**src/pkg/dfcd_pkg.sv**
```systemverilog
// Purpose: constants and carrier types for the drive feature command decoder
// Assumes: task-file registers are 8 bits wide
// Notes: status and error bit positions follow the task-file layout
package dfcd_pkg;
  // command opcodes
  localparam logic [7:0] CMD_SENSE = 8'hf0;
  localparam logic [7:0] CMD_SETFEAT = 8'hef;
  localparam logic [7:0] SENSE_FEAT = 8'h01;
  // feature codes
  localparam logic [7:0] FC_WC_EN = 8'h02;
  localparam logic [7:0] FC_XFER = 8'h03;
  localparam logic [7:0] FC_APM_EN = 8'h05;
  localparam logic [7:0] FC_PUIS_EN = 8'h06;
  localparam logic [7:0] FC_PUIS_SPIN = 8'h07;
  localparam logic [7:0] FC_SER_EN = 8'h10;
  localparam logic [7:0] FC_FF_EN = 8'h41;
  localparam logic [7:0] FC_RLA_DIS = 8'h55;
  localparam logic [7:0] FC_REV_DIS = 8'h66;
  localparam logic [7:0] FC_WC_DIS = 8'h82;
  localparam logic [7:0] FC_APM_DIS = 8'h85;
  localparam logic [7:0] FC_PUIS_DIS = 8'h86;
  localparam logic [7:0] FC_SER_DIS = 8'h90;
  localparam logic [7:0] FC_RLA_EN = 8'haa;
  localparam logic [7:0] FC_FF_DIS = 8'hc1;
  localparam logic [7:0] FC_REV_EN = 8'hcc;
  // serial sub-feature selectors
  localparam logic [7:0] SER_OFFSET = 8'h01;
  localparam logic [7:0] SER_AUTOACT = 8'h02;
  localparam logic [7:0] SER_DIPM = 8'h03;
  localparam logic [7:0] SER_INORDER = 8'h04;
  localparam logic [7:0] SER_SSP = 8'h06;
  // apm levels
  localparam logic [7:0] APM_STBY_MAX = 8'h7f;
  localparam logic [7:0] APM_LPI_MAX = 8'hbf;
  localparam logic [7:0] APM_BAD_LO = 8'h00;
  localparam logic [7:0] APM_BAD_HI = 8'hff;
  // temperature code limits, code = 2*(t+20)
  localparam logic [7:0] TEMP_LOW_CODE = 8'h00;
  localparam logic [7:0] TEMP_HIGH_CODE = 8'hff;
  localparam int TEMP_MIN_C = -20;
  localparam int TEMP_MAX_C = 107;
  // error and status bit positions
  localparam int ERR_IDN = 4;
  localparam int ERR_ABT = 2;
  localparam int ST_BSY = 7;
  localparam int ST_RDY = 6;
  localparam int ST_DSC = 4;
  localparam int ST_ERR = 0;
  // reset values
  localparam logic [7:0] XFER_RESET = 8'h00;
  localparam logic [7:0] APM_RESET = 8'h80;
  localparam logic [7:0] FF_RESET = 8'h00;
  localparam logic [7:0] STATUS_RESET = 8'h50;

  typedef enum logic [1:0] {
    DFCD_PWR_STANDBY = 2'b00,
    DFCD_PWR_LPIDLE = 2'b01,
    DFCD_PWR_ACTIDLE = 2'b10
  } dfcd_pwr_t;

  // host-written command block
  typedef struct packed {
    logic [7:0] feature;
    logic [7:0] count;
    logic [7:0] command;
  } dfcd_cmd_t;

  // feature settings held by the device
  typedef struct packed {
    logic write_cache;
    logic look_ahead;
    logic revert_defaults;
    logic apm;
    logic puis;
    logic free_fall;
    logic nz_offset;
    logic auto_act;
    logic dipm;
    logic in_order;
    logic ssp;
    dfcd_pwr_t deepest;
    logic [7:0] xfer_mode;
    logic [7:0] apm_level;
    logic [7:0] ff_sense;
  } dfcd_feat_t;
endpackage

```
**src/dfcd_top.sv**
```systemverilog
// Purpose: decode sense-condition and set-features commands
// Assumes: command block is stable while CMD_VALID_IN pulses; temperature input is
//          signed whole degrees plus a half-degree bit
// Notes: each command completes in one cycle; results persist until the next command
// What this block does
// - sense command needs feature 01h; any other feature aborts it.
// - sense result code 01h..FEh equals (code/2 - 20) degrees C.
// - temperature at or below -20 C reports 00h.
// - temperature above 107 C reports FFh.
// - lba low bit 0 reports overstress, else cleared.
// - sense command runs without spinning up the media.
// - out-of-range temperature may end sense with id-not-found set.
// - undefined set-features code sets abort in error register.
// - reset: cache, look-ahead, preservation on; revert, dipm off.
// - 02h enables write cache, 82h disables it.
// - 55h disables look-ahead, AAh enables it.
// - 66h stops reverting to defaults, CCh turns it on.
// - 03h loads transfer mode from sector count.
// - 05h enables power management, 85h disables it.
// - 06h/86h power-up in standby on/off; 07h requests spin-up.
// - 10h/90h enable/disable serial sub-feature chosen by sector count.
// - 41h/C1h free-fall control on/off, where sensor is fitted.
// - transfer mode: count bits 7:3 type, bits 2:0 mode.
// - apm level 01h..7Fh allows standby; 00h and FFh abort.
// - disabling power management leaves active idle as deepest state.
`timescale 1ns/10ps
module dfcd_top
  import dfcd_pkg::*;
#(
  parameter bit HAS_FREE_FALL = 1'b1
) (
  // clock and reset
  input wire logic CLK_IN,
  input wire logic RSTN_IN,
  // command block from host
  input wire logic CMD_VALID_IN,
  input wire dfcd_pkg::dfcd_cmd_t CMD_IN,
  // temperature sensor
  input wire logic signed [7:0] TEMP_C_IN,
  input wire logic TEMP_HALF_IN,
  input wire logic OVERSTRESS_IN,
  input wire logic TEMP_OOR_IN,
  // result registers
  output logic [7:0] ERROR_OUT,
  output logic [7:0] STATUS_OUT,
  output logic [7:0] COUNT_OUT,
  output logic [7:0] LBA_LOW_OUT,
  output logic DONE_OUT,
  // feature state and actions
  output dfcd_pkg::dfcd_feat_t FEAT_OUT,
  output logic SPIN_UP_OUT,
  output logic [4:0] XFER_TYPE_OUT,
  output logic [2:0] XFER_NUM_OUT
);
  import dfcd_pkg::*;

  localparam dfcd_feat_t FEAT_RESET = '{
    write_cache: 1'b1,
    look_ahead: 1'b1,
    revert_defaults: 1'b0,
    apm: 1'b0,
    puis: 1'b0,
    free_fall: 1'b0,
    nz_offset: 1'b0,
    auto_act: 1'b0,
    dipm: 1'b0,
    in_order: 1'b0,
    ssp: 1'b1,
    deepest: DFCD_PWR_ACTIDLE,
    xfer_mode: XFER_RESET,
    apm_level: APM_RESET,
    ff_sense: FF_RESET
  };

  // registers behind the result ports
  logic [7:0] error_flags;
  logic [7:0] device_status_flags;
  logic [7:0] count_r;
  logic [7:0] lba_low_r;
  logic done_r;
  logic spin_r;
  // feature settings
  dfcd_feat_t feat;

  // next values, one set per state group
  logic [7:0] next_error_flags;
  logic [7:0] next_device_status_flags;
  logic [7:0] next_count_r;
  logic [7:0] next_lba_low_r;
  logic next_done_r;
  logic next_spin_r;
  dfcd_feat_t next_feat;

  // temperature to code; full signed range checked before the shift
  function automatic logic [7:0] temp_code(input logic signed [7:0] t, input logic half);
    logic signed [9:0] c;
    c = 10'(signed'(t)) + 10'sd20;
    // a half degree above -20 already reports 01h
    if (t < 8'(TEMP_MIN_C) || (t == 8'(TEMP_MIN_C) && !half)) begin
      temp_code = TEMP_LOW_CODE;
    end else if (t > 8'(TEMP_MAX_C) || (t == 8'(TEMP_MAX_C) && half)) begin
      temp_code = TEMP_HIGH_CODE;
    end else begin
      temp_code = {c[6:0], half};
    end
  endfunction

  function automatic dfcd_pwr_t apm_deepest(input logic [7:0] lvl);
    if (lvl <= APM_STBY_MAX) begin
      apm_deepest = DFCD_PWR_STANDBY;
    end else if (lvl <= APM_LPI_MAX) begin
      apm_deepest = DFCD_PWR_LPIDLE;
    end else begin
      apm_deepest = DFCD_PWR_ACTIDLE;
    end
  endfunction

  // command classification, shared by every state group below
  logic is_sense;
  logic is_setf;
  logic sense_ok;
  logic abort;
  logic idnf;

  // serial sub-feature selectors this block knows; any other one is undefined
  function automatic logic ser_known(input logic [7:0] sel);
    ser_known = (sel == SER_OFFSET) || (sel == SER_AUTOACT) || (sel == SER_DIPM) ||
      (sel == SER_INORDER) || (sel == SER_SSP);
  endfunction

  // whether a set-features request is carried out or refused with abort
  function automatic logic setf_accepted(input logic [7:0] code, input logic [7:0] cnt);
    case (code)
      FC_WC_EN, FC_WC_DIS: setf_accepted = 1'b1;
      FC_RLA_DIS, FC_RLA_EN: setf_accepted = 1'b1;
      FC_REV_DIS, FC_REV_EN: setf_accepted = 1'b1;
      FC_XFER: setf_accepted = 1'b1;
      FC_APM_DIS: setf_accepted = 1'b1;
      FC_PUIS_EN, FC_PUIS_DIS: setf_accepted = 1'b1;
      FC_PUIS_SPIN: setf_accepted = 1'b1;
      // levels at either end of the range are refused and leave the state alone
      FC_APM_EN: setf_accepted = (cnt != APM_BAD_LO) && (cnt != APM_BAD_HI);
      FC_SER_EN, FC_SER_DIS: setf_accepted = ser_known(cnt);
      // without a sensor the free-fall codes count as undefined
      FC_FF_EN, FC_FF_DIS: setf_accepted = HAS_FREE_FALL;
      default: setf_accepted = 1'b0;
    endcase
  endfunction

  always_comb begin
    is_sense = CMD_VALID_IN && (CMD_IN.command == CMD_SENSE);
    is_setf = CMD_VALID_IN && (CMD_IN.command == CMD_SETFEAT);
    sense_ok = 1'b0;
    abort = 1'b0;
    idnf = 1'b0;
    if (is_sense) begin
      if (CMD_IN.feature != SENSE_FEAT) begin
        abort = 1'b1;
      end else if (TEMP_OOR_IN) begin
        // count and lba low keep their old contents on this error
        idnf = 1'b1;
      end else begin
        sense_ok = 1'b1;
      end
    end else if (is_setf) begin
      abort = !setf_accepted(CMD_IN.feature, CMD_IN.count);
    end else if (CMD_VALID_IN) begin
      // an opcode outside this block is refused, never silently dropped
      abort = 1'b1;
    end
  end

  // sense data group: kept from the last good sense until the next one
  always_comb begin
    next_count_r = count_r;
    next_lba_low_r = lba_low_r;
    if (sense_ok) begin
      next_count_r = temp_code(TEMP_C_IN, TEMP_HALF_IN);
      next_lba_low_r = {7'h00, OVERSTRESS_IN};
    end
  end

  always_ff @(posedge CLK_IN or negedge RSTN_IN) begin
    if (!RSTN_IN) begin
      count_r <= 8'h00;
      lba_low_r <= 8'h00;
    end else begin
      count_r <= next_count_r;
      lba_low_r <= next_lba_low_r;
    end
  end

  // completion group: error and status are rewritten by every command
  always_comb begin
    next_error_flags = error_flags;
    next_device_status_flags = device_status_flags;
    if (CMD_VALID_IN) begin
      next_error_flags = 8'h00;
      next_error_flags[ERR_ABT] = abort;
      next_error_flags[ERR_IDN] = idnf;
      next_device_status_flags = 8'h00;
      next_device_status_flags[ST_RDY] = 1'b1;
      next_device_status_flags[ST_DSC] = 1'b1;
      next_device_status_flags[ST_BSY] = 1'b0;
      next_device_status_flags[ST_ERR] = abort | idnf;
    end
  end

  always_ff @(posedge CLK_IN or negedge RSTN_IN) begin
    if (!RSTN_IN) begin
      error_flags <= 8'h00;
      device_status_flags <= STATUS_RESET;
    end else begin
      error_flags <= next_error_flags;
      device_status_flags <= next_device_status_flags;
    end
  end

  // pulse group: both strobes stand one cycle for each command cycle that raises them
  always_comb begin
    next_done_r = CMD_VALID_IN;
    // sensing never raises the spin-up strobe, so the media stays still
    next_spin_r = is_setf && !abort && (CMD_IN.feature == FC_PUIS_SPIN);
  end

  always_ff @(posedge CLK_IN or negedge RSTN_IN) begin
    if (!RSTN_IN) begin
      done_r <= 1'b0;
      spin_r <= 1'b0;
    end else begin
      done_r <= next_done_r;
      spin_r <= next_spin_r;
    end
  end

  // feature group: settings change only on an accepted set-features request
  always_comb begin
    next_feat = feat;
    if (is_setf && !abort) begin
      case (CMD_IN.feature)
        FC_WC_EN: next_feat.write_cache = 1'b1;
        FC_WC_DIS: next_feat.write_cache = 1'b0;
        FC_RLA_DIS: next_feat.look_ahead = 1'b0;
        FC_RLA_EN: next_feat.look_ahead = 1'b1;
        FC_REV_DIS: next_feat.revert_defaults = 1'b0;
        FC_REV_EN: next_feat.revert_defaults = 1'b1;
        FC_XFER: next_feat.xfer_mode = CMD_IN.count;
        FC_APM_EN: begin
          next_feat.apm = 1'b1;
          next_feat.apm_level = CMD_IN.count;
          next_feat.deepest = apm_deepest(CMD_IN.count);
        end
        FC_APM_DIS: begin
          next_feat.apm = 1'b0;
          next_feat.deepest = DFCD_PWR_ACTIDLE;
        end
        FC_PUIS_EN: next_feat.puis = 1'b1;
        FC_PUIS_DIS: next_feat.puis = 1'b0;
        FC_SER_EN, FC_SER_DIS: begin
          // the sector count picks the sub-feature
          if (CMD_IN.count == SER_OFFSET) begin
            next_feat.nz_offset = (CMD_IN.feature == FC_SER_EN);
          end else if (CMD_IN.count == SER_AUTOACT) begin
            next_feat.auto_act = (CMD_IN.feature == FC_SER_EN);
          end else if (CMD_IN.count == SER_DIPM) begin
            next_feat.dipm = (CMD_IN.feature == FC_SER_EN);
          end else if (CMD_IN.count == SER_INORDER) begin
            next_feat.in_order = (CMD_IN.feature == FC_SER_EN);
          end else if (CMD_IN.count == SER_SSP) begin
            next_feat.ssp = (CMD_IN.feature == FC_SER_EN);
          end
        end
        FC_FF_EN, FC_FF_DIS: begin
          next_feat.free_fall = (CMD_IN.feature == FC_FF_EN);
          // the sensitivity is only loaded by the enable code
          if (CMD_IN.feature == FC_FF_EN) begin
            next_feat.ff_sense = CMD_IN.count;
          end
        end
        default: begin
        end
      endcase
    end
  end

  always_ff @(posedge CLK_IN or negedge RSTN_IN) begin
    if (!RSTN_IN) begin
      feat <= FEAT_RESET;
    end else begin
      feat <= next_feat;
    end
  end

  assign ERROR_OUT = error_flags;
  assign STATUS_OUT = device_status_flags;
  assign COUNT_OUT = count_r;
  assign LBA_LOW_OUT = lba_low_r;
  assign DONE_OUT = done_r;
  assign FEAT_OUT = feat;
  assign SPIN_UP_OUT = spin_r;
  assign XFER_TYPE_OUT = feat.xfer_mode[7:3];
  assign XFER_NUM_OUT = feat.xfer_mode[2:0];
endmodule

```
**config.mk**
```make
export PLATFORM = sky130hd
export DESIGN_NAME = dfcd_top
export DESIGN_NICKNAME = d
export VERILOG_FILES = /design/src/pkg/dfcd_pkg.sv /design/src/dfcd_top.sv
export SDC_FILE = /design/constraint.sdc
export NUM_CORES = 1
export LEC_CHECK = 0
export BUFFER_PORTS_ARGS = -buffer_cell sky130_fd_sc_hd__buf_2
export CORE_MARGIN = 8
export CORE_UTILIZATION = 51
export CTS_CLUSTER_DIAMETER = 30
export DETAILED_ROUTE_END_ITERATION = 6
export GPL_TIMING_DRIVEN = 0
export PLACE_DENSITY = 0.82
export SKIP_CTS_REPAIR_TIMING = 1
export SLEW_MARGIN = 20
export SYNTH_ARGS = -nofsm -noshare
export SYNTH_HDL_FRONTEND = slang
export SYNTH_SLANG_ARGS = --single-unit
```
**constraint.sdc**
```tcl
create_clock -name CLK_IN -period 1.4 [get_ports CLK_IN]
set_input_delay 0 -clock CLK_IN [delete_from_list [all_inputs] [get_ports CLK_IN]]
set_output_delay 0 -clock CLK_IN [all_outputs]
set_load 0.02 [all_outputs]
```
==> run summary <==
Status: finished with violations
Violations in the final reports: hold timing, setup timing
Iteration-0 DRC Markers: 112
First-pass GRT wire length: 11.0 mm
Max H-tree Level: 2
Leakage Power: 2.05 nW
Layout cell share with drive strength beyond 1: 46.3%
Syn avg cell area: 10.2 um^2
Combinational Power Share: 13.8%
CP most frequent cell: buf_12
Total power: 2.80 mW
Crit-path cells: buf_12 -> or3_4 -> nor4b_4 -> nor4_1 -> or4_4 -> o21ai_4 -> buf_12 -> mux2_4
Fin cells: 474
Minimum hold slack: -0.0306 ns
Critical path class: primary input to register
CP delay by family, top: simple AND/OR/NAND/NOR gates
Max-slew violations: 0
Unique masters post-synth: 46
RSZ-0062 raised after global routing: yes
Post-synth EDFFs: 0
Cell count after synthesis: 266
GRT Residual Overflow: 0
Mapped Area: 2720 um^2
PD cells: 740 nW/um^2
Nets: 443
GP Congestion: 0.935
WP data required: 1.60 ns
Root Driver: clkbuf_8
Via Count: 2385
DR WL/cell: 16.0 um
Final setup violation count: 32
Initial Util: 52.9%
Inserted Clock Buffers: 5
Syn. warnings: 0
Worst Path Buf+Inv: 2
Deepest clock path buffer count: 2
TritonCTS clock tree: done
PortBufs: 93
Slowest-stage cell, CP: or4_4
Clk Latency, worst-skew pair: 0.30 ns
Die area: 7930 um^2
Post-Route Utilization: 73.6%
Max IR drop VDD: 842 uV
Final Skew: 0 ns
Die Span X: 89.0 um
Die Y: 89.0 um
Worst Hold Class: primary input to register
Seq pwr share: 52.7%
Switching power: 0.708 mW
Dpl hpwl: 5.55 mm
Pre-CTS setup slack: -0.851 ns
Row count: 26
DRC viols: 0
Fmax achieved: 566 MHz
Async SR Flop Fraction: 100%
Placed cells: 447
Worst setup SP type: primary input
Register area share after synthesis: 47.1%
Max_cap viols: 0
Period utilisation layout: 126%
Slowest stage delay, CP: 0.47 ns
Clock power frac: 33.5%
Post-DRT Antenna Nets: 0
Worst setup EP type: register
Hold Violations, Final: 4
Slew @ Worst Pin: 0.632 ns
Gr usage total: 17.9%
Area Growth Syn to Fin: 39.1%
Ports: 117
Sink Count: 51
Relative slew slack: 57.9%
Inserted Diodes: 0
Routed WL: 7.60 mm
Switching power share of the total: 25.3%
Arr. time, crit path: 1.96 ns
Largest net degree at the start of global routing: 52
Mean number of vias per cell: 5.03
Synth Flop Type: dfrtp_1
Drt pass-1 iters: 4
Final min period: 1.77 ns
Pint: 2.09 mW
Setup ws final: -0.368 ns
Vias in the first global route: 2306
Crit path max fanout: 8
Core Footprint: 5140 um^2
Initial antenna violation count: 0
Clock-pin transition on the worst setup and hold timing paths: 0.09 ns
Synth Register Bits: 51
worst paths after layout:
| kind | from | end | slack (ns) | cells past startpoint |
|---|---|---|---|---|
| worst max-delay path | CMD_IN[9] | FEAT_OUT[9] | -0.37 | 8 |
| worst min-delay path | CMD_IN[22] | FEAT_OUT[35] | -0.03 | 3 |
| worst max register to register | FEAT_OUT[19] | FEAT_OUT[19] | 0.60 | 1 |
| worst min register to register | FEAT_OUT[26] | FEAT_OUT[26] | 0.47 | 2 |
| max in group asynchronous | RSTN_IN | COUNT_OUT[2] | 0.72 | 2 |
| min in group asynchronous | RSTN_IN | FEAT_OUT[9] | 0.26 | 2 |
flip-flops by register name, summed over array words and instances (netlist names):
register     count
COUNT_OUT        8
DONE_OUT         1
ERROR_OUT        2
FEAT_OUT        37
LBA_LOW_OUT      1
SPIN_UP_OUT      1
STATUS_OUT       1
worst min-delay path, cell delays in order:
cell	delay, ns
buf_2	0.08
or4_1	0.12
o21ai_0	0.07
per-layer routing:
metal | routed length (um) | track usage, % | vias up
li1 | - | - | 1155
met1 | 2750 | 20.5 | 1135
met2 | 4120 | 31.8 | 84
met3 | 596 | 4.04 | 11
met4 | 135 | 6.65 | 0
met5 | 0 | 0 | -
placed cells by master, fill, tap and decap left out, types with 2 or more instances in the layout:
| master | instances |
|---|---|
| a21o_1 | 2 |
| a21oi_1 | 6 |
| and2_1 | 2 |
| buf_12 | 2 |
| buf_2 | 87 |
| buf_4 | 36 |
| buf_6 | 6 |
| buf_8 | 2 |
| clkbuf_1 | 2 |
| clkbuf_2 | 2 |
| clkbuf_8 | 7 |
| conb_1 | 20 |
| dfrtp_1 | 46 |
| dfstp_2 | 5 |
| dlygate4sd3_1 | 10 |
| ha_1 | 2 |
| inv_1 | 13 |
| mux2_2 | 17 |
| mux2_4 | 9 |
| mux2i_1 | 9 |
| nand2_1 | 25 |
| nand3_1 | 3 |
| nand4_1 | 6 |
| nor2_1 | 16 |
| nor2b_1 | 6 |
| nor3_1 | 7 |
| nor3b_1 | 3 |
| nor4_1 | 4 |
| o21ai_0 | 11 |
| o21ai_4 | 2 |
| o31ai_1 | 2 |
| o41ai_1 | 2 |
| or2_2 | 2 |
| or3_1 | 4 |
| or3_4 | 2 |
| xnor2_1 | 3 |
cell families (layout without fill, tap and decap cells):
family                     after synthesis  count (layout)  share of synthesized area, %
and+or+nand+nor                         94              94                          18.5
xor gates and xnor gates                 3               3                         0.966
other                                    2              20                         0.276
muxes                                   35              35                          14.1
buffers and inverters                   48             168                          10.8
AOI/OAI and AO/OA                       31              31                          7.36
adders and majority gates                2               2                         0.919
DFF                                     51              51                          47.1
metrics by stage:
stage | TNS, ns | cell area (um^2)
finish | -5.04 | 3780
global route | -7.18 | 3780
CTS | -8.16 | 3480
detailed placement | -22.24 | 3380
global placement | -19.72 | 3380
floorplan | -8.72 | 2820
layout make-up:
cell class | instances | area (um^2)
fillers | 392 | 1360
repair buffers | 112 | 691
inverters | 13 | 48.8
multi-input cells | 185 | 1300
plain buffers | 35 | 270
clock buffers | 7 | 96.3
clock inverters | 1 | 7.51
well taps | 70 | 87.6
flip-flops and latches | 51 | 1280
power groups by stage:
stage | clock (mW) | combinational (mW) | sequential, mW
after floorplan | 0 | 0.187 | 1.51
after global placement | 0 | 0.318 | 1.50
after detailed placement | 0 | 0.325 | 1.50
after CTS | 0.952 | 0.326 | 1.47
after global routing | 1.00 | 0.423 | 1.48
final | 0.938 | 0.386 | 1.47
synth_stat cells (all sizes together), types with 3 or more instances:
library cell / count / area (um^2)
dfrtp: 46 / 1150
buf: 30 / 226
mux2: 26 / 293
nand2: 25 / 93.8
nor2: 17 / 63.8
inv: 13 / 48.8
o21ai: 13 / 80.1
mux2i: 9 / 90.1
nor3: 8 / 40.0
a21oi: 6 / 30.0
nand4: 6 / 37.5
nor2b: 6 / 37.5
or3: 6 / 37.5
clkbuf: 5 / 18.8
dfstp: 5 / 131
nor4: 5 / 31.3
nor3b: 4 / 30.0
nand3: 3 / 15.0
xnor2: 3 / 26.3
Note: power is estimated with default switching activity, not from simulation.
